--- config.mk ---
export PLATFORM = sky130hd
export DESIGN_NAME = uls_top
export DESIGN_NICKNAME = d
export VERILOG_FILES = /design/src/rtl/uls_pkg.sv /design/src/rtl/uls_rx.sv /design/src/rtl/uls_top.sv /design/src/rtl/uls_tx.sv
export VERILOG_INCLUDE_DIRS = /design/src /design/src/rtl
export SDC_FILE = /design/constraint.sdc
export NUM_CORES = 1
export LEC_CHECK = 0
export ABC_CLOCK_PERIOD_IN_PS = 3700
export BUFFER_PORTS_ARGS = -buffer_cell sky130_fd_sc_hd__buf_2
export CAP_MARGIN = 20
export CORE_MARGIN = 4
export CORE_UTILIZATION = 54
export DETAILED_ROUTE_END_ITERATION = 10
export MAX_ROUTING_LAYER = met4
export PLACE_DENSITY = 0.73
export SLEW_MARGIN = 0
export SYNTH_ARGS = -nofsm -noshare
export SYNTH_HDL_FRONTEND = slang
export SYNTH_SLANG_ARGS = --single-unit
--- constraint.sdc ---
create_clock -name ref_clk_i -period 3.7 [get_ports ref_clk_i]
set_clock_uncertainty 0.15 [all_clocks]
set_input_delay 0.37 -clock ref_clk_i [delete_from_list [all_inputs] [get_ports ref_clk_i]]
set_output_delay 0.37 -clock ref_clk_i [all_outputs]
set_load 0.02 [all_outputs]
--- src/rtl/uls_cfg.svh ---
/*
 * register map, field positions, reset values and bit timing
 * assumes: included by bare name from the uart line status files
 */
`ifndef ULS_CFG_SVH
`define ULS_CFG_SVH

// byte addresses on the register bus
`define ULS_RBR_ADDR     32'h40008000
`define ULS_FCR_ADDR     32'h40008008
`define ULS_LCR_ADDR     32'h4000800c
`define ULS_LSR_ADDR     32'h40008014

// line status field positions
`define ULS_FE_BIT       3
`define ULS_BI_BIT       4
`define ULS_TX_HOLDING_EMPTY_BIT     5
`define ULS_TX_ALL_EMPTY_BIT     6
`define ULS_RX_FIFO_ERR_FLAG_BIT     7

// reset values
`define ULS_TX_HOLDING_EMPTY_RST     1'b1
`define ULS_TX_ALL_EMPTY_RST     1'b1
`define ULS_FLAG_RST     1'b0
`define ULS_FCR_RST      2'h0
`define ULS_LCR_RST      2'h0

// fifo control and line control fields
`define ULS_FCR_EN_BIT   0
`define ULS_FCR_RST_BIT  1
`define ULS_LCR_PEN_BIT  0
`define ULS_LCR_ODD_BIT  1

// bit time (115200 baud) in ns and the clock period in ns
`define ULS_BIT_NS       8680
`define ULS_CLK_NS       8
`define ULS_BIT_CYC      (`ULS_BIT_NS / `ULS_CLK_NS)

`endif

--- src/rtl/uls_pkg.sv ---
/*
 * types shared by the uart line status block
 * assumes: compiled before every uls module
 */
package uls_pkg;

   // one received character with its error marks
   typedef struct packed {
      logic       brk;
      logic       fe;
      logic       pe;
      logic [7:0] data;
   } uls_char_type;

   // line format shared by receiver and transmitter
   typedef struct packed {
      logic podd;
      logic pen;
   } uls_line_cfg_type;

   typedef enum logic [5:0] {
      RX_IDLE  = 6'h01,
      RX_START = 6'h02,
      RX_DATA  = 6'h04,
      RX_PAR   = 6'h08,
      RX_STOP  = 6'h10,
      RX_BRKW  = 6'h20
   } uls_rx_state_type;

endpackage

--- src/rtl/uls_rx.sv ---
/*
 * serial receiver: assembles characters, marks parity, framing, break
 * assumes: serial input already synchronous to ref_clk_i
 */
`timescale 1ns/10ps
`include "uls_cfg.svh"

module uls_rx
   import uls_pkg::*;
#(
   parameter int BIT_CYC = `ULS_BIT_CYC
)
(
   input  wire logic             ref_clk_i,
   input  wire logic             rst_b_i,
   input  wire logic             serial_rx_input_i,
   input  wire uls_line_cfg_type cfg_i,
   output logic                  char_valid_o,
   output uls_char_type          char_o
);

   uls_rx_state_type state_reg, state_next;
   logic [15:0]      cnt_reg, cnt_next;
   logic [2:0]       idx_reg, idx_next;
   logic [7:0]       sh_reg, sh_next;
   logic             par_reg, par_next;
   logic             zero_reg, zero_next;
   logic             pe_reg, pe_next;
   logic             vld_next;
   uls_char_type     chr_next;
   logic             rx;

   assign rx = serial_rx_input_i;

   // bit sampler and character framing
   always_comb
   begin
      state_next = state_reg;
      cnt_next   = cnt_reg;
      idx_next   = idx_reg;
      sh_next    = sh_reg;
      par_next   = par_reg;
      zero_next  = zero_reg;
      pe_next    = pe_reg;
      vld_next   = 1'b0;
      chr_next   = char_o;
      if (cnt_reg != 16'h0000)
         cnt_next = cnt_reg - 16'h0001;
      case (state_reg)
         RX_IDLE:
            if (!rx)
            begin
               state_next = RX_START;
               cnt_next   = 16'((BIT_CYC - 1) / 2);
            end
         RX_START:
            if (cnt_reg == 16'h0000)
            begin
               state_next = rx ? RX_IDLE : RX_DATA;
               cnt_next   = 16'(BIT_CYC - 1);
               idx_next   = 3'h0;
               zero_next  = 1'b1;
               par_next   = 1'b0;
               pe_next    = 1'b0;
            end
         RX_DATA:
            if (cnt_reg == 16'h0000)
            begin
               sh_next   = {rx, sh_reg[7:1]};
               par_next  = par_reg ^ rx;
               zero_next = zero_reg & ~rx;
               idx_next  = idx_reg + 3'h1;
               cnt_next  = 16'(BIT_CYC - 1);
               if (idx_reg == 3'h7)
                  state_next = cfg_i.pen ? RX_PAR : RX_STOP;
            end
         RX_PAR:
            if (cnt_reg == 16'h0000)
            begin
               pe_next    = par_reg ^ rx ^ cfg_i.podd;
               zero_next  = zero_reg & ~rx;
               cnt_next   = 16'(BIT_CYC - 1);
               state_next = RX_STOP;
            end
         RX_STOP:
            if (cnt_reg == 16'h0000)
            begin
               vld_next      = 1'b1;
               chr_next.data = sh_reg;
               chr_next.pe   = pe_reg;
               chr_next.fe   = ~rx;
               chr_next.brk  = ~rx & zero_reg;
               if (rx)
                  state_next = RX_IDLE;
               else if (zero_reg)
                  state_next = RX_BRKW;
               else
               begin
                  state_next = RX_DATA;
                  cnt_next   = 16'(BIT_CYC - 1);
                  idx_next   = 3'h0;
                  zero_next  = 1'b1;
                  par_next   = 1'b0;
                  pe_next    = 1'b0;
               end
            end
         RX_BRKW:
            if (rx)
               state_next = RX_IDLE;
         default:
            state_next = RX_IDLE;
      endcase
   end

   // receiver registers
   always_ff @(posedge ref_clk_i or negedge rst_b_i)
   begin
      if (!rst_b_i)
      begin
         state_reg    <= RX_IDLE;
         cnt_reg      <= 16'h0000;
         idx_reg      <= 3'h0;
         sh_reg       <= 8'h00;
         par_reg      <= 1'b0;
         zero_reg     <= 1'b0;
         pe_reg       <= 1'b0;
         char_valid_o <= 1'b0;
         char_o       <= '0;
      end
      else
      begin
         state_reg    <= state_next;
         cnt_reg      <= cnt_next;
         idx_reg      <= idx_next;
         sh_reg       <= sh_next;
         par_reg      <= par_next;
         zero_reg     <= zero_next;
         pe_reg       <= pe_next;
         char_valid_o <= vld_next;
         char_o       <= chr_next;
      end
   end

endmodule

--- src/rtl/uls_top.sv ---
/*
 * uart line status block: receive fifo, line status flags, bus slave
 * assumes: avalon-mm master with waitrequest, serial input synchronous
 */
`timescale 1ns/10ps
`include "uls_cfg.svh"

module uls_top
   import uls_pkg::*;
#(
   parameter int DEPTH   = 16,
   parameter int BIT_CYC = `ULS_BIT_CYC
)
(
   input  wire logic        ref_clk_i,
   input  wire logic        rst_b_i,
   input  wire logic [31:0] avs_address_i,
   input  wire logic        avs_read_i,
   input  wire logic        avs_write_i,
   input  wire logic [31:0] avs_writedata_i,
   output logic [31:0]      avs_readdata_o,
   output logic             avs_waitrequest_o,
   input  wire logic        serial_rx_input_i,
   output logic             serial_tx_o
);

   localparam int AW = $clog2(DEPTH);

   // bus slave state
   logic             ack_reg, ack_next;
   logic [31:0]      rdata_next;
   logic             rd_acc, wr_acc;
   logic             rbr_rd, lsr_rd, thr_wr, fcr_wr, lcr_wr;

   // control registers
   logic [1:0]       fcr_reg, fcr_next;
   uls_line_cfg_type lcr_reg, lcr_next;
   logic             fifo_en, flush;

   // receive path
   logic             rx_vld;
   uls_char_type     rx_chr;
   uls_char_type     mem [DEPTH];
   logic [AW-1:0]    wp_reg, wp_next, rp_reg, rp_next;
   logic [AW:0]      cnt_reg, cnt_next, cap;
   logic [AW:0]      ecnt_reg, ecnt_next;
   logic             push, pop, head_new;
   uls_char_type     head, head_in;

   // status flags
   logic             fe_reg, fe_next;
   logic             bi_reg, bi_next;
   logic             rx_fifo_err_flag_reg, rx_fifo_err_flag_next;
   logic             tx_holding_empty_reg, tx_holding_empty_next;
   logic             tx_all_empty_reg, tx_all_empty_next;
   logic             hold_mt_d_reg;
   logic             hold_mt, shift_mt;
   logic [7:0]       lsr_val;

   // errored character test, used on the pushed character and on the head at a pop
   function automatic logic has_err(input uls_char_type c);
      has_err = c.fe | c.pe | c.brk;
   endfunction

   uls_rx #(
      .BIT_CYC (BIT_CYC)
   ) u_rx (
      .ref_clk_i         (ref_clk_i),
      .rst_b_i           (rst_b_i),
      .serial_rx_input_i (serial_rx_input_i),
      .cfg_i             (lcr_reg),
      .char_valid_o      (rx_vld),
      .char_o            (rx_chr)
   );

   uls_tx #(
      .BIT_CYC (BIT_CYC)
   ) u_tx (
      .ref_clk_i     (ref_clk_i),
      .rst_b_i       (rst_b_i),
      .wr_i          (thr_wr),
      .wr_data_i     (avs_writedata_i[7:0]),
      .cfg_i         (lcr_reg),
      .serial_tx_o   (serial_tx_o),
      .hold_empty_o  (hold_mt),
      .shift_empty_o (shift_mt)
   );

   // request held one cycle, answered on the second edge
   assign avs_waitrequest_o = (avs_read_i | avs_write_i) & ~ack_reg;
   assign rd_acc = avs_read_i & ack_reg;
   assign wr_acc = avs_write_i & ack_reg;

   // address decode of accepted accesses
   assign rbr_rd = rd_acc & (avs_address_i == `ULS_RBR_ADDR);
   assign lsr_rd = rd_acc & (avs_address_i == `ULS_LSR_ADDR);
   assign thr_wr = wr_acc & (avs_address_i == `ULS_RBR_ADDR);
   assign fcr_wr = wr_acc & (avs_address_i == `ULS_FCR_ADDR);
   assign lcr_wr = wr_acc & (avs_address_i == `ULS_LCR_ADDR);

   // line status value as seen by software
   always_comb
   begin
      lsr_val                = 8'h00;
      lsr_val[`ULS_FE_BIT]   = fe_reg;
      lsr_val[`ULS_BI_BIT]   = bi_reg;
      lsr_val[`ULS_TX_HOLDING_EMPTY_BIT] = tx_holding_empty_reg;
      lsr_val[`ULS_TX_ALL_EMPTY_BIT] = tx_all_empty_reg;
      lsr_val[`ULS_RX_FIFO_ERR_FLAG_BIT] = rx_fifo_err_flag_reg & fifo_en;
   end

   // read data capture on the first cycle of a read
   always_comb
   begin
      ack_next   = (avs_read_i | avs_write_i) & ~ack_reg;
      rdata_next = avs_readdata_o;
      if (avs_read_i && !ack_reg)
      begin
         rdata_next = 32'h0000_0000;
         case (avs_address_i)
            `ULS_RBR_ADDR:
               rdata_next[7:0] = (cnt_reg != '0) ? head.data : 8'h00;
            `ULS_FCR_ADDR:
               rdata_next[0]   = fcr_reg[`ULS_FCR_EN_BIT];
            `ULS_LCR_ADDR:
               rdata_next[1:0] = lcr_reg;
            `ULS_LSR_ADDR:
               rdata_next[7:0] = lsr_val;
            default:
               rdata_next = 32'h0000_0000;
         endcase
      end
   end

   always_ff @(posedge ref_clk_i or negedge rst_b_i)
   begin
      if (!rst_b_i)
      begin
         ack_reg        <= 1'b0;
         avs_readdata_o <= 32'h0000_0000;
      end
      else
      begin
         ack_reg        <= ack_next;
         avs_readdata_o <= rdata_next;
      end
   end

   // fifo and line control; reset bit self clears
   always_comb
   begin
      fcr_next = fcr_reg;
      lcr_next = lcr_reg;
      fcr_next[`ULS_FCR_RST_BIT] = 1'b0;
      if (fcr_wr)
         fcr_next = avs_writedata_i[1:0];
      if (lcr_wr)
      begin
         lcr_next.pen  = avs_writedata_i[`ULS_LCR_PEN_BIT];
         lcr_next.podd = avs_writedata_i[`ULS_LCR_ODD_BIT];
      end
   end

   always_ff @(posedge ref_clk_i or negedge rst_b_i)
   begin
      if (!rst_b_i)
      begin
         fcr_reg <= `ULS_FCR_RST;
         lcr_reg <= `ULS_LCR_RST;
      end
      else
      begin
         fcr_reg <= fcr_next;
         lcr_reg <= lcr_next;
      end
   end

   assign fifo_en = fcr_reg[`ULS_FCR_EN_BIT];
   // flush on reset request or on a change of fifo mode
   assign flush = fcr_reg[`ULS_FCR_RST_BIT] |
                  (fcr_wr & (avs_writedata_i[0] != fifo_en));

   assign cap  = fifo_en ? (AW+1)'(DEPTH) : (AW+1)'(1);
   assign push = rx_vld & (cnt_reg < cap) & ~flush;
   assign pop  = rbr_rd & (cnt_reg != '0) & ~flush;
   assign head = mem[rp_reg];

   always_comb
   begin
      head_new = 1'b0;
      head_in  = head;
      if (!flush)
      begin
         if (pop && cnt_reg > (AW+1)'(1))
         begin
            head_new = 1'b1;
            head_in  = mem[AW'(rp_reg + AW'(1))];
         end
         else if (push && (cnt_reg == '0 || pop))
         begin
            head_new = 1'b1;
            head_in  = rx_chr;
         end
      end
   end

   // pointers, fill level and count of errored entries
   always_comb
   begin
      wp_next   = wp_reg;
      rp_next   = rp_reg;
      cnt_next  = cnt_reg;
      ecnt_next = ecnt_reg;
      if (flush)
      begin
         wp_next   = '0;
         rp_next   = '0;
         cnt_next  = '0;
         ecnt_next = '0;
      end
      else
      begin
         if (push)
            wp_next = (wp_reg == AW'(DEPTH - 1)) ? '0 : AW'(wp_reg + AW'(1));
         if (pop)
            rp_next = (rp_reg == AW'(DEPTH - 1)) ? '0 : AW'(rp_reg + AW'(1));
         cnt_next  = cnt_reg + (AW+1)'(push) - (AW+1)'(pop);
         ecnt_next = ecnt_reg + (AW+1)'(push & has_err(rx_chr))
                              - (AW+1)'(pop & has_err(head));
      end
   end

   always_ff @(posedge ref_clk_i or negedge rst_b_i)
   begin
      if (!rst_b_i)
      begin
         wp_reg   <= '0;
         rp_reg   <= '0;
         cnt_reg  <= '0;
         ecnt_reg <= '0;
      end
      else
      begin
         wp_reg   <= wp_next;
         rp_reg   <= rp_next;
         cnt_reg  <= cnt_next;
         ecnt_reg <= ecnt_next;
      end
   end

   // character storage
   always_ff @(posedge ref_clk_i)
   begin
      if (push)
         mem[wp_reg] <= rx_chr;
   end

   // sticky flags; fe and bi clear only if the read returned them, the fifo error flag at a status read once no errored entry remains
   always_comb
   begin
      fe_next   = fe_reg;
      bi_next   = bi_reg;
      rx_fifo_err_flag_next = rx_fifo_err_flag_reg;
      if (lsr_rd && avs_readdata_o[`ULS_FE_BIT])
         fe_next = 1'b0;
      if (lsr_rd && avs_readdata_o[`ULS_BI_BIT])
         bi_next = 1'b0;
      if (lsr_rd && ecnt_next == '0)
         rx_fifo_err_flag_next = 1'b0;
      if (head_new && head_in.fe)
         fe_next = 1'b1;
      if (head_new && head_in.brk)
         bi_next = 1'b1;
      if (push && has_err(rx_chr))
         rx_fifo_err_flag_next = 1'b1;
      if (flush)
         rx_fifo_err_flag_next = 1'b0;
   end

   // transmit status flags
   always_comb
   begin
      tx_holding_empty_next = tx_holding_empty_reg;
      if (thr_wr)
         tx_holding_empty_next = 1'b0;
      if (hold_mt && !hold_mt_d_reg)
         tx_holding_empty_next = 1'b1;
      tx_all_empty_next = hold_mt & shift_mt & ~thr_wr;
   end

   always_ff @(posedge ref_clk_i or negedge rst_b_i)
   begin
      if (!rst_b_i)
      begin
         fe_reg        <= `ULS_FLAG_RST;
         bi_reg        <= `ULS_FLAG_RST;
         rx_fifo_err_flag_reg      <= `ULS_FLAG_RST;
         tx_holding_empty_reg      <= `ULS_TX_HOLDING_EMPTY_RST;
         tx_all_empty_reg      <= `ULS_TX_ALL_EMPTY_RST;
         hold_mt_d_reg <= 1'b1;
      end
      else
      begin
         fe_reg        <= fe_next;
         bi_reg        <= bi_next;
         rx_fifo_err_flag_reg      <= rx_fifo_err_flag_next;
         tx_holding_empty_reg      <= tx_holding_empty_next;
         tx_all_empty_reg      <= tx_all_empty_next;
         hold_mt_d_reg <= hold_mt;
      end
   end

endmodule

--- src/rtl/uls_tx.sv ---
/*
 * transmitter: holding register feeding a shift register
 * assumes: one write strobe per accepted bus write
 */
`timescale 1ns/10ps
`include "uls_cfg.svh"

module uls_tx
   import uls_pkg::*;
#(
   parameter int BIT_CYC = `ULS_BIT_CYC
)
(
   input  wire logic             ref_clk_i,
   input  wire logic             rst_b_i,
   input  wire logic             wr_i,
   input  wire logic [7:0]       wr_data_i,
   input  wire uls_line_cfg_type cfg_i,
   output logic                  serial_tx_o,
   output logic                  hold_empty_o,
   output logic                  shift_empty_o
);

   logic [7:0]  hold_reg, hold_next;
   logic        full_reg, full_next;
   logic [10:0] sh_reg, sh_next;
   logic [3:0]  left_reg, left_next;
   logic [15:0] cnt_reg, cnt_next;

   // load holding register, move it to the shifter, send bits
   always_comb
   begin
      hold_next = hold_reg;
      full_next = full_reg;
      sh_next   = sh_reg;
      left_next = left_reg;
      cnt_next  = cnt_reg;
      if (left_reg != 4'h0)
      begin
         if (cnt_reg != 16'h0000)
            cnt_next = cnt_reg - 16'h0001;
         else
         begin
            sh_next   = {1'b1, sh_reg[10:1]};
            left_next = left_reg - 4'h1;
            cnt_next  = 16'(BIT_CYC - 1);
         end
      end
      else if (full_reg)
      begin
         sh_next   = {1'b1, ^hold_reg ^ cfg_i.podd, hold_reg, 1'b0};
         if (!cfg_i.pen)
            sh_next[9] = 1'b1;
         left_next = cfg_i.pen ? 4'hb : 4'ha;
         cnt_next  = 16'(BIT_CYC - 1);
         full_next = 1'b0;
      end
      if (wr_i)
      begin
         hold_next = wr_data_i;   // a write to a full holding overwrites
         full_next = 1'b1;
      end
   end

   // transmitter registers
   always_ff @(posedge ref_clk_i or negedge rst_b_i)
   begin
      if (!rst_b_i)
      begin
         hold_reg <= 8'h00;
         full_reg <= 1'b0;
         sh_reg   <= 11'h7ff;
         left_reg <= 4'h0;
         cnt_reg  <= 16'h0000;
      end
      else
      begin
         hold_reg <= hold_next;
         full_reg <= full_next;
         sh_reg   <= sh_next;
         left_reg <= left_next;
         cnt_reg  <= cnt_next;
      end
   end

   assign serial_tx_o   = (left_reg == 4'h0) ? 1'b1 : sh_reg[0];
   assign hold_empty_o  = ~full_reg;
   assign shift_empty_o = (left_reg == 4'h0);

endmodule

# Yosys cells after proc, flatten, opt, wreduce, memory -nomap -nowiden
# Memories as Yosys holds them, arrays and structs flattened.
# Cells that the tools add are included.
[totals]
regBits = 125
ramBits = 176
input_bits = 69
output_inout_bits = 34
n_memories = 1
[mem_list]
columns = ["name", "depth", "word_bits", "rd", "rd_clocked_by_memory_dff", "write_ports", "line_no", "text"]
rows = [
  ["mem", 16, 11, 2, 0, 1, "uls_top.sv:43", "uls_char_type mem [DEPTH];"],
]
[classes]
add_sub_neg = 10
order_cmp = 2
eq_ne = 26
n_mux = 85
n_bitwise = 33
n_reduce_logical = 41
[op_table]
columns = ["op", "n"]
rows = [
  ["$mux 16", 9],
  ["$eq 32x31->1 const B", 4],
  ["$mux 11", 6],
  ["$mux 6", 9],
  ["$pmux 16 s3", 1],
  ["$mux 4", 9],
  ["$pmux 6 s6", 1],
  ["$reduce_bool 16->1", 2],
  ["$sub 16x1->16 const B", 2],
  ["$mux 1", 31],
  ["$mux 5", 4],
  ["$and 1x1->1", 19],
  ["$mux 3", 6],
  ["$logic_not 16->1", 1],
  ["$ne 2x1->1 const B", 6],
  ["$ne 2x2->1 const B", 6],
  ["$pmux 1 s3", 4],
  ["$pmux 6 s2", 1],
  ["$reduce_and 6->1", 2],
  ["$reduce_bool 2->1", 6],
  ["$reduce_bool 3->1", 4],
  ["$add 5x1->5", 2],
  ["$logic_and 1x1->1", 10],
  ["$logic_not 5->1", 2],
  ["other kinds (33)", 50],
]

# Longest topological paths before layout
# Gate-level depths: netlist (run 1).
[depth]
word_depth = 15
ltp_mapped = 19

# Modules after synthesis
# From an unflattened synthesis (run 1), not the netlist that was laid out.
[unflattened]
hier_cells = 1023
hier_area_um2 = 13857.0
[by_module_without_submodules]
columns = ["mod", "n_inst", "cells_per_inst", "area_each_um2"]
rows = [
  ["uls_top", 1, 571, 9389.0],
  ["uls_rx", 1, 258, 2506.2],
  ["uls_tx", 1, 194, 1961.9],
]

# Worst setup path after synthesis (run 1)
# No wires, ideal clock.
[synth_path]
kind = "flip-flop to flip-flop"
from = "reg rp_reg[0]"
to = "reg rx_fifo_err_flag_reg"
t_arrival_ns = 3.554
required_time_ns = 3.412
path_slack_ns = -0.142
path_stages_with_launch = 20
n_path_buf = 4
path_cell_list = "dfrtp_1 buf_2 buf_1 buf_2 buf_2 a211oi_1 o31ai_1 a21oi_1 o21a_1 ha_1 inv_1 ha_1 inv_1 fa_1 inv_1 a21o_1 a21oi_1 xnor2_1 o41ai_1 a21oi_1"
[synth_between]
elab_chain_cells = 9
[synth_rtl]
columns = ["element", "line_no", "text"]
rows = [
  ["start: declaration", "uls_top.sv:44", "logic [AW-1:0] wp_reg, wp_next, rp_reg, rp_next;"],
  ["start signal: assignment", "uls_top.sv:245", "rp_reg <= rp_next;"],
  ["$mem_v2 16x11 (*)", "-", ""],
  ["$or 1x1->1", "uls_top.sv:62", "has_err = c.fe | c.pe | c.brk;"],
  ["$or 1x1->1 (*)", "uls_top.sv:62", ""],
  ["$and 1x1->1 (*)", "uls_top.sv:229", "- (AW+1)'(pop & has_err(head));"],
  ["$sub 5x1->5 (*)", "uls_top.sv:229", ""],
  ["$mux 5 (*)", "uls_top.sv:214", "if (flush)"],
  ["$logic_not 5->1 (*)", "uls_top.sv:268", "if (lsr_rd && ecnt_next == '0)"],
  ["$logic_and 1x1->1 (*)", "uls_top.sv:268", ""],
  ["$reduce_bool 3->1 (no line) (*)", "-", ""],
  ["end signal: assignment", "uls_top.sv:297", "rx_fifo_err_flag_reg <= `ULS_FLAG_RST;"],
  ["end signal: assignment", "uls_top.sv:306", "rx_fifo_err_flag_reg <= rx_fifo_err_flag_next;"],
  ["end: declaration", "uls_top.sv:53", "logic rx_fifo_err_flag_reg, rx_fifo_err_flag_next;"],
]
# Every way passes the cells marked *; elsewhere a longest branch is shown, timed or not.
# A chain may end at the register's enable or synchronous reset.

# Worst setup path in the final report (run 1)
# Ends and elaborated chain as after synthesis.

==> results of run 1 <==
cell type report:
| cell class | instances | area, um^2 |
|---|---|---|
| clock buffers | 36 | 825 |
| clock inverters | 20 | 246 |
| fillers | 1802 | 8810 |
| inverters | 37 | 139 |
| multi-input cells | 644 | 5000 |
| flip-flops and latches | 300 | 8410 |
| well taps | 324 | 405 |
| repair buffers | 115 | 772 |
metrics by stage:
step	utilization [%]	hold WS, ns
after floorplan	-	-0.0756
after global placement	58.7	0.311
after detailed placement	58.7	0.306
after CTS	63.4	0.00731
after global routing	64.2	0.0285
final	64.2	0.0176
worst max-delay path, cell delays in order (launching register included):
cell and delay (ns):
dfrtp_4 0.48, buf_4 0.18, buf_4 0.18, a21oi_1 0.16, a21oi_1 0.11, a211oi_2 0.32, o21a_1 0.24, ha_4 0.22
inv_2 0.06, ha_4 0.13, inv_2 0.04, fa_2 0.36, inv_2 0.06, a21o_1 0.12, a21oi_2 0.06, xnor2_1 0.13
o41ai_1 0.33, a21oi_1 0.10
synthesized netlist by cell type, types with 5 or more instances:
master,number
nand4_1,9
a21oi_1,42
edfxtp_1,176
inv_1,36
and2_1,9
clkbuf_1,27
nor4b_1,7
mux2_2,31
nand2b_1,11
buf_2,8
mux2_1,7
ha_1,27
nor2_1,60
mux2i_1,20
buf_4,25
dfrtp_1,110
nand2_1,68
a211oi_1,5
and3_1,10
o41ai_1,5
o31ai_1,9
xor2_1,10
xnor2_1,22
dfstp_2,14
o22ai_1,6
a21o_1,6
nor4_1,19
or3_1,12
nand3_1,21
mux4_2,42
a31oi_1,7
nor3_1,36
o21ai_0,57
cell families (layout without fill, tap and decap cells):
family | Yosys count | count (layout) | synth area share, %
xor gates and xnor gates | 32 | 32 | 2.05
DFF | 300 | 300 | 61.5
and+or+nand+nor | 292 | 292 | 11.1
other | 1 | 24 | 0.0274
muxes | 100 | 100 | 11.5
adders and majority gates | 29 | 29 | 2.76
AOI/OAI and AO/OA | 167 | 167 | 7.59
buffers and inverters | 99 | 208 | 3.53
final timing paths:
kind                       cells after the start                 start                   end
setup / recovery                              17             rp_reg[0]  rx_fifo_err_flag_reg
hold / removal                                 3           avs_write_i               ack_reg
setup reg to reg                              17             rp_reg[0]  rx_fifo_err_flag_reg
hold reg to reg                                2  tx_holding_empty_reg  tx_holding_empty_reg
max in group asynchronous                      3               rst_b_i     u_rx.state_reg[0]
min in group asynchronous                      2               rst_b_i           ecnt_reg[2]
timing repair:
action,in CTS,in global routing
hold buffers,10,0
resized for setup,0,30
hold endpoints to repair,57,0
endpoints found under the setup margin,0,1
setup buffers,0,8
power groups by stage:
stage / Sequential, W / Clock (W) / Combinational, W
CTS: 0.00363 / 0.00325 / 0.000559
global placement: 0.00369 / 0 / 0.000544
detailed placement: 0.00369 / 0 / 0.000549
global route: 0.00364 / 0.00341 / 0.000629
floorplan: 0.00367 / 0 / 0.000427
finish: 0.00363 / 0.00320 / 0.000561
per-layer routing:
layer	global-route usage (%)	wire (um)	vias up
met4	5.30	796	0
met1	29.4	12100	4347
met5	-	0	-
met3	2.85	2130	59
li1	-	-	4024
met2	34.5	14400	327
==> summary.txt, run 1 <==
Die
  • Die height: 167 um
  • Io pins: 103
  • Core Region: 24600 um^2
  • Core Rows: 57
  • Die width: 167 um
  • Area of the die: 27900 um^2
  • Starting Density: 55.6%

STA
  • Tcrit/Tclk final: 96.2%
  • Tmin final: 3.56 ns
  • Setup TNS: 0 ns
  • Max Slew Vio Count: 0
  • Setup violations, final: 0
  • Setup ws final: 0.139 ns
  • Worst rel slew slack: 44.3%
  • Peak Freq: 281 MHz
  • Worst slew pin tran: 0.829 ns
  • Final hold vios: 0

Power
  • Net load switching power: 0.00168 W
  • Clock power share: 43.3%
  • Logic pwr share: 7.6%
  • Sw frac: 22.8%
  • Final Power: 0.00740 W
  • Cell internal pwr: 0.00571 W
  • Static leakage power: 6.23 nW
  • Pwr dens: 468 nW/um^2
  • Worst vdd ir: 0.000424 V
  • Seq pwr share: 49.1%

Clock tree
  • Num Clock Sinks: 300
  • Clk_lat worst skew: 0.55 ns
  • CTS buffer count: 30
  • Clock Pin Slew Worst Setup and Hold Paths: 0.06 ns
  • Clk buf depth: 3
  • CTS tree: built
  • Htree depth: 1
  • CTS Root Buffer Type: clkbuf_16

Global route
  • Pin count of the biggest net entering global routing: 71
  • GRT Util Overall: 21.4%
  • Global-route wire length before repair: 46700 um
  • GRT overflow: 0
  • Vias in the first global route: 8587
  • Initial antenna violation count: 0

Critical path
  • Crit Path Max Fanout: 8
  • CP Data Arrival Time: 3.83 ns
  • WP data required: 3.97 ns
  • Setup CP Type: reg2reg
  • R2r setup slk: 0.14 ns
  • Worst Setup End Kind: register
  • Element type at the critical path start: register

Finish
  • Most frequent cells in the layout: 176 x edfxtp_1, 108 x dfrtp_1, 68 x nand2_1
  • N_diodes: 0
  • Flip-flop count of the largest register after layout: 176
  • Design area: 15800 um^2
  • Area Overhead vs Synth: 15.5%
  • Most common cell after layout, fill and taps aside: edfxtp_1
  • Final #Nets: 1226
  • Layout cell share with drive strength beyond 1: 24.5%
  • Post-route insts no fill: 1476

Synthesis
  • Mean Syn Cell Area: 13.4 um^2
  • Top cell type's share of synthesized area: 38.7%
  • Synth top area cells: edfxtp_1 39%, dfrtp_1 20%, mux4_2 6.9%, dfstp_2 2.7%, mux2_2 2.6%
  • Top_reg_cell synth: edfxtp_1
  • Syn Inst Count: 1020
  • Synth area leader: edfxtp_1
  • Post-synth EDFFs: 176
  • Sequential share of the synthesized area: 61.5%
  • Ys async rst share: 41.3%
  • YS warnings: 0
  • Cell variety after synth: 69
  • Post-Syn Area: 13700 um^2
  • Register bit count reported by yosys: 300

Placement
  • RePlAce Congestion: 0.857
  • IO Port Bufs: 54
  • Area after DPL: 14400 um^2
  • Cell count after placement: 1402
  • Dpl hpwl: 19400 um
  • Dpl ws: -0.0703 ns

Run
  • MaxCap Viol Count: 0

Routing
  • Vias per cell: 5.93
  • Iteration-0 DRC Markers: 828
  • DRT antenna net count: 0
  • Vias: 8757
  • First drt pass iteration count: 5
  • WL per Instance: 20.0 um
  • Post-Route WL: 29500 um
  • DRC: 0

Hold path
  • Hold WC Path Type: in2reg

Outcome
  • Status: complete, no violations
Note: power is estimated with default switching activity, not from simulation.
==> inputs of run 2 (changes only) <==
SETUP_SLACK_MARGIN = 0.3   (was default)
==> summary.txt, run 2 (synthesized netlist as in run 1, its figures left out) <==
Power
  • Static leakage power: 6.19 nW
  • Final Power: 0.00712 W
  • Worst vdd ir: 0.000449 V
  • Pwr dens: 450 nW/um^2

STA
  • Tmin final: 3.63 ns
  • Setup TNS: 0 ns
  • Worst slew pin tran: 0.871 ns
  • Final hold vios: 0
  • Max Slew Vio Count: 0
  • Worst rel slew slack: 41.9%
  • Setup violations, final: 0
  • Peak Freq: 276 MHz
  • RSZ-0062 raised after global routing: true
  • Tcrit/Tclk final: 98.0%
  • Setup ws final: 0.0746 ns

Hold path
  • Hold_sp: serial_rx_input_i
  • Hold WC Path Type: in2reg

Finish
  • Flip-flop count of the largest register after layout: 176
  • Most common cell after layout, fill and taps aside: edfxtp_1
  • Post-route insts no fill: 1471
  • Final #Nets: 1222
  • Most frequent cells in the layout: 176 x edfxtp_1, 108 x dfrtp_1, 68 x nand2_1
  • Layout cell share with drive strength beyond 1: 25.2%
  • Area Overhead vs Synth: 15.7%

Die
  • Io pins: 103
  • Core Rows: 57
  • Starting Density: 55.6%
  • Core Region: 24600 um^2
  • Die height: 167 um
  • Area of the die: 27900 um^2
  • Die width: 167 um

Critical path
  • Worst Path Buf+Inv: 6
  • CP Data Arrival Time: 3.91 ns
  • Crit Reg-Reg Startpoint: rp_reg[0]
  • Slowest CP cell: dfrtp_4
  • CP top delay family: compound AO/OA/AOI/OAI gates
  • Setup CP Type: reg2reg
  • WP data required: 3.99 ns
  • Critical-path cell list: buf_6 -> buf_12 -> a21oi_1 -> nor3_2 -> a211oi_2 -> buf_4 -> o21a_1 -> ha_4 -> inv_2 -> ha_4 -> inv_2 -> fa_2 -> buf_6 -> xor2_2 -> nand4_1 -> o41ai_2 -> a21oi_1
  • Worst Setup End Kind: register
  • Worst Setup SP: rp_reg[0]
  • Crit Path Max Fanout: 5
  • Critical Path Max Stage Delay: 0.54 ns
  • Element type at the critical path start: register

Clock tree
  • CTS buffer count: 30
  • Clk_lat worst skew: 0.56 ns
  • CTS tree: built
  • Clock Pin Slew Worst Setup and Hold Paths: 0.06 ns
  • Num Clock Sinks: 300
  • Clk buf depth: 3
  • Htree depth: 1
  • CTS Root Buffer Type: clkbuf_16

Global route
  • GRT overflow: 0
  • GRT Util Overall: 22.3%
  • Initial antenna violation count: 1
  • Global-route wire length before repair: 48600 um
  • Pin count of the biggest net entering global routing: 66
  • Vias in the first global route: 8838

Placement
  • Dpl ws: -0.0347 ns
  • IO Port Bufs: 54
  • RePlAce Congestion: 0.844
  • Cell count after placement: 1388
  • Dpl hpwl: 19300 um

Routing
  • Vias per cell: 5.88
  • Post-Route WL: 30000 um
  • First drt pass iteration count: 7
  • WL per Instance: 20.4 um
  • Vias: 8647
  • DRT antenna net count: 0
  • Iteration-0 DRC Markers: 586
  • DRC: 0

Run
  • MaxCap Viol Count: 0

Outcome
  • Status: complete, no violations
-- run 2: cell types whose count changed in the layout (fill, tap and decap cells not counted), moves of 3 or more --
cell / previous run / this run
and2_1: 9 / 6
nor4_1: 16 / 13
a211oi_2: 2 / 5
buf_4: 50 / 40
a21oi_1: 40 / 37
a211oi_1: 3 / 0
clkinv_1: 3 / 6
a21oi_2: 2 / 5
nor4_2: 1 / 4
and2_2: 4 / 7
bufinv_16: 5 / 2
-- run 2: where the power goes --
group          leakage [nW]  internal [W]  switching (W)
clock network         0.466       0.00167        0.00125
logic                  2.39      0.000195       0.000375
registers              3.33       0.00357      0.0000569
-- run 2: worst paths after layout --
kind,endpoint,slack [ns],cells after the start
min in group asynchronous,ecnt_reg[1],0.31,2
hold / removal,u_rx.state_reg[5],0.04,2
max in group asynchronous,u_rx.state_reg[0],2.21,3
hold reg to reg,tx_holding_empty_reg,0.32,2
setup / recovery,rx_fifo_err_flag_reg,0.07,17
setup reg to reg,rx_fifo_err_flag_reg,0.07,17
-- run 2: metal layers --
| metal | GRT usage [%] | vias to the layer above | wire, um |
|---|---|---|---|
| met1 | 29.7 | 4256 | 12300 |
| met5 | - | - | 0 |
| met2 | 35.5 | 323 | 14600 |
| met3 | 4.20 | 53 | 2220 |
| met4 | 6.26 | 0 | 905 |
| li1 | - | 4015 | - |
-- run 2: worst register-to-register path: cells and delay by family, from the launching register on --
kind / cells / cell delay (ns)
xor+xnor: 1 / 0.14
simple gates: 2 / 0.20
fa+ha+maj: 3 / 0.70
compound gates: 5 / 1.13
buf+inv: 6 / 0.64
flops: 1 / 0.54
-- run 2: layout make-up --
| cell class | count | area (um^2) |
|---|---|---|
| fill | 1779 | 8790 |
| sequential | 300 | 8410 |
| multi-input combinational | 644 | 5110 |
| clock buffer | 36 | 793 |
| timing repair buffer | 111 | 785 |
| tap | 324 | 405 |
| clock inverter | 18 | 166 |
| inverter | 37 | 139 |
| antenna | 1 | 2.50 |
-- run 2: metrics by stage --
step / area, um^2 / utilization (%) / hold WS (ns)
final: 15800 / 64.3 / 0.0377
after global routing: 15800 / 64.3 / 0.0402
after CTS: 15700 / 63.7 / 0.0143
after detailed placement: 14400 / 58.4 / 0.308
after global placement: 14400 / 58.4 / 0.312
after floorplan: 13800 / - / -0.0756
-- run 2: what timing repair did --
action                                 in CTS  in global routing
endpoints found under the hold margin      73                  0
setup endpoints to repair                   2                 26
pin swaps                                  16                 21
setup buffers                              14                  3
resized for setup                          25                 24
hold buffers                               11                  0
==> inputs of run 3 (changes only) <==
CORE_MARGIN = 2   (was 4)
==> summary.txt, run 3 (synthesized netlist as in run 1, its figures left out) <==
Finish
  • Fill count: 1855
  • Layout cell share with drive strength beyond 1: 23.5%
  • Flip-flop count of the largest register after layout: 176
  • N_diodes: 0
  • Final #Nets: 1218
  • Most common cell after layout, fill and taps aside: edfxtp_1
  • Most frequent cells in the layout: 176 x edfxtp_1, 109 x dfrtp_1, 68 x nand2_1
  • Area Overhead vs Synth: 15.3%

Routing
  • First drt pass iteration count: 5
  • DRT antenna net count: 0
  • Post-Route WL: 29300 um
  • WL per Instance: 19.9 um
  • Vias: 8677
  • DRC: 0
  • Iteration-0 DRC Markers: 643
  • Vias per cell: 5.89

Critical path
  • Slowest CP cell: dfrtp_1
  • CP top delay family: adder cells
  • Worst Setup End Kind: register
  • Crit Path Max Fanout: 3
  • Critical Path Max Stage Delay: 0.39 ns
  • Element type at the critical path start: register
  • Critical-path cell list: inv_2 -> ha_4 -> nand2b_4 -> o31a_1 -> nor3b_4 -> o31ai_4 -> or2_4 -> ha_4 -> inv_2 -> ha_4 -> inv_2 -> fa_2 -> buf_6 -> xor2_2 -> nand4_1 -> o41ai_2 -> a21oi_1
  • Worst Path Buf+Inv: 4
  • CP Data Arrival Time: 3.82 ns
  • Setup CP Type: reg2reg
  • WP data required: 3.98 ns

Placement
  • Dpl hpwl: 19400 um
  • IO Port Bufs: 54
  • Dpl ws: -0.0557 ns
  • RePlAce Congestion: 0.871

STA
  • Setup violations, final: 0
  • Worst slew pin tran: 0.923 ns
  • Max Slew Vio Count: 0
  • Tcrit/Tclk final: 95.7%
  • RSZ-0062 raised after global routing: true
  • Peak Freq: 282 MHz
  • Worst rel slew slack: 37.9%
  • Setup ws final: 0.159 ns
  • Setup TNS: 0 ns
  • Tmin final: 3.54 ns
  • Final hold vios: 0

Die
  • Die width: 163 um
  • Die height: 163 um
  • Core Region: 25000 um^2
  • Starting Density: 54.6%
  • Core Rows: 58
  • Area of the die: 26600 um^2
  • Io pins: 103

Global route
  • GRT Util Overall: 22.7%
  • GRT overflow: 0
  • Initial antenna violation count: 0
  • Vias in the first global route: 8578
  • Global-route wire length before repair: 45900 um
  • Pin count of the biggest net entering global routing: 69

Power
  • Static leakage power: 6.19 nW
  • Worst vdd ir: 0.000426 V
  • Pwr dens: 471 nW/um^2

Clock tree
  • Clk buf depth: 3
  • Clk_lat worst skew: 0.55 ns
  • Clock Pin Slew Worst Setup and Hold Paths: 0.06 ns
  • CTS buffer count: 30
  • CTS tree: built
  • Htree depth: 1
  • CTS Root Buffer Type: clkbuf_16
  • Num Clock Sinks: 300

Outcome
  • Status: complete, no violations

Hold path
  • Hold WC Path Type: in2reg

Run
  • MaxCap Viol Count: 0
[run 3: area by class of cell]
class / count / area (um^2) / area share (%)
clock buffer: 45 / 880 / 5.58
clock inverter: 11 / 193 / 1.22
inverter: 37 / 139 / 0.881
multi-input combinational: 644 / 5010 / 31.8
sequential: 300 / 8410 / 53.3
tap: 330 / 413 / 2.62
timing repair buffer: 107 / 719 / 4.56
[run 3: worst register-to-register path, delay by kind of cell (launching register included)]
| family | cells | cell delay, ns |
|---|---|---|
| compound gates | 4 | 0.82 |
| fa+ha+maj | 4 | 0.84 |
| buf+inv | 4 | 0.33 |
| xor+xnor | 1 | 0.16 |
| flops | 1 | 0.39 |
| simple gates | 4 | 0.71 |
[run 3: metrics by stage]
step	area, um^2	total power, W	util (%)	instances	hold slack [ns]
global route	15800	0.00767	63.0	1474	0.0287
CTS	15700	0.00746	62.5	1469	0.0140
floorplan	13800	0.00409	-	1043	-0.0756
finish	15800	0.00742	63.0	1474	0.0292
detailed placement	14400	0.00425	57.5	1399	0.310
global placement	14400	0.00423	57.5	1399	0.310
[run 3: timing repair]
action	CTS	global route
hold endpoints to repair	72	0
hold buffers	10	0
pin swaps	9	11
buffers inserted	4	5
setup endpoints to repair	3	3
resized for setup	11	12
[run 3: power breakdown]
| group | switching [W] | internal, W |
|---|---|---|
| logic | 0.000377 | 0.000198 |
| registers | 0.0000560 | 0.00357 |
| clock network | 0.00123 | 0.00199 |
| total | 0.00166 | 0.00576 |
[run 3: path summary, 6_finish.rpt]
path / startpoint / to / slack [ns] / depth (start not counted)
setup / recovery: cnt_reg[2] / rx_fifo_err_flag_reg / 0.16 / 17
hold / removal: avs_write_i / ack_reg / 0.03 / 3
setup reg to reg: cnt_reg[2] / rx_fifo_err_flag_reg / 0.16 / 17
hold reg to reg: tx_holding_empty_reg / tx_holding_empty_reg / 0.32 / 2
max in group asynchronous: rst_b_i / u_rx.char_o[0] / 2.24 / 3
min in group asynchronous: rst_b_i / ecnt_reg[3] / 0.33 / 2
[run 3: routing by layer]
metal	share of wire [%]	routed length [um]	GRT usage, %
met1	42	12300	29.9
met2	50	14800	37.4
met3	5.9	1740	3.96
met4	1.9	554	5.31
met5	0	0	-
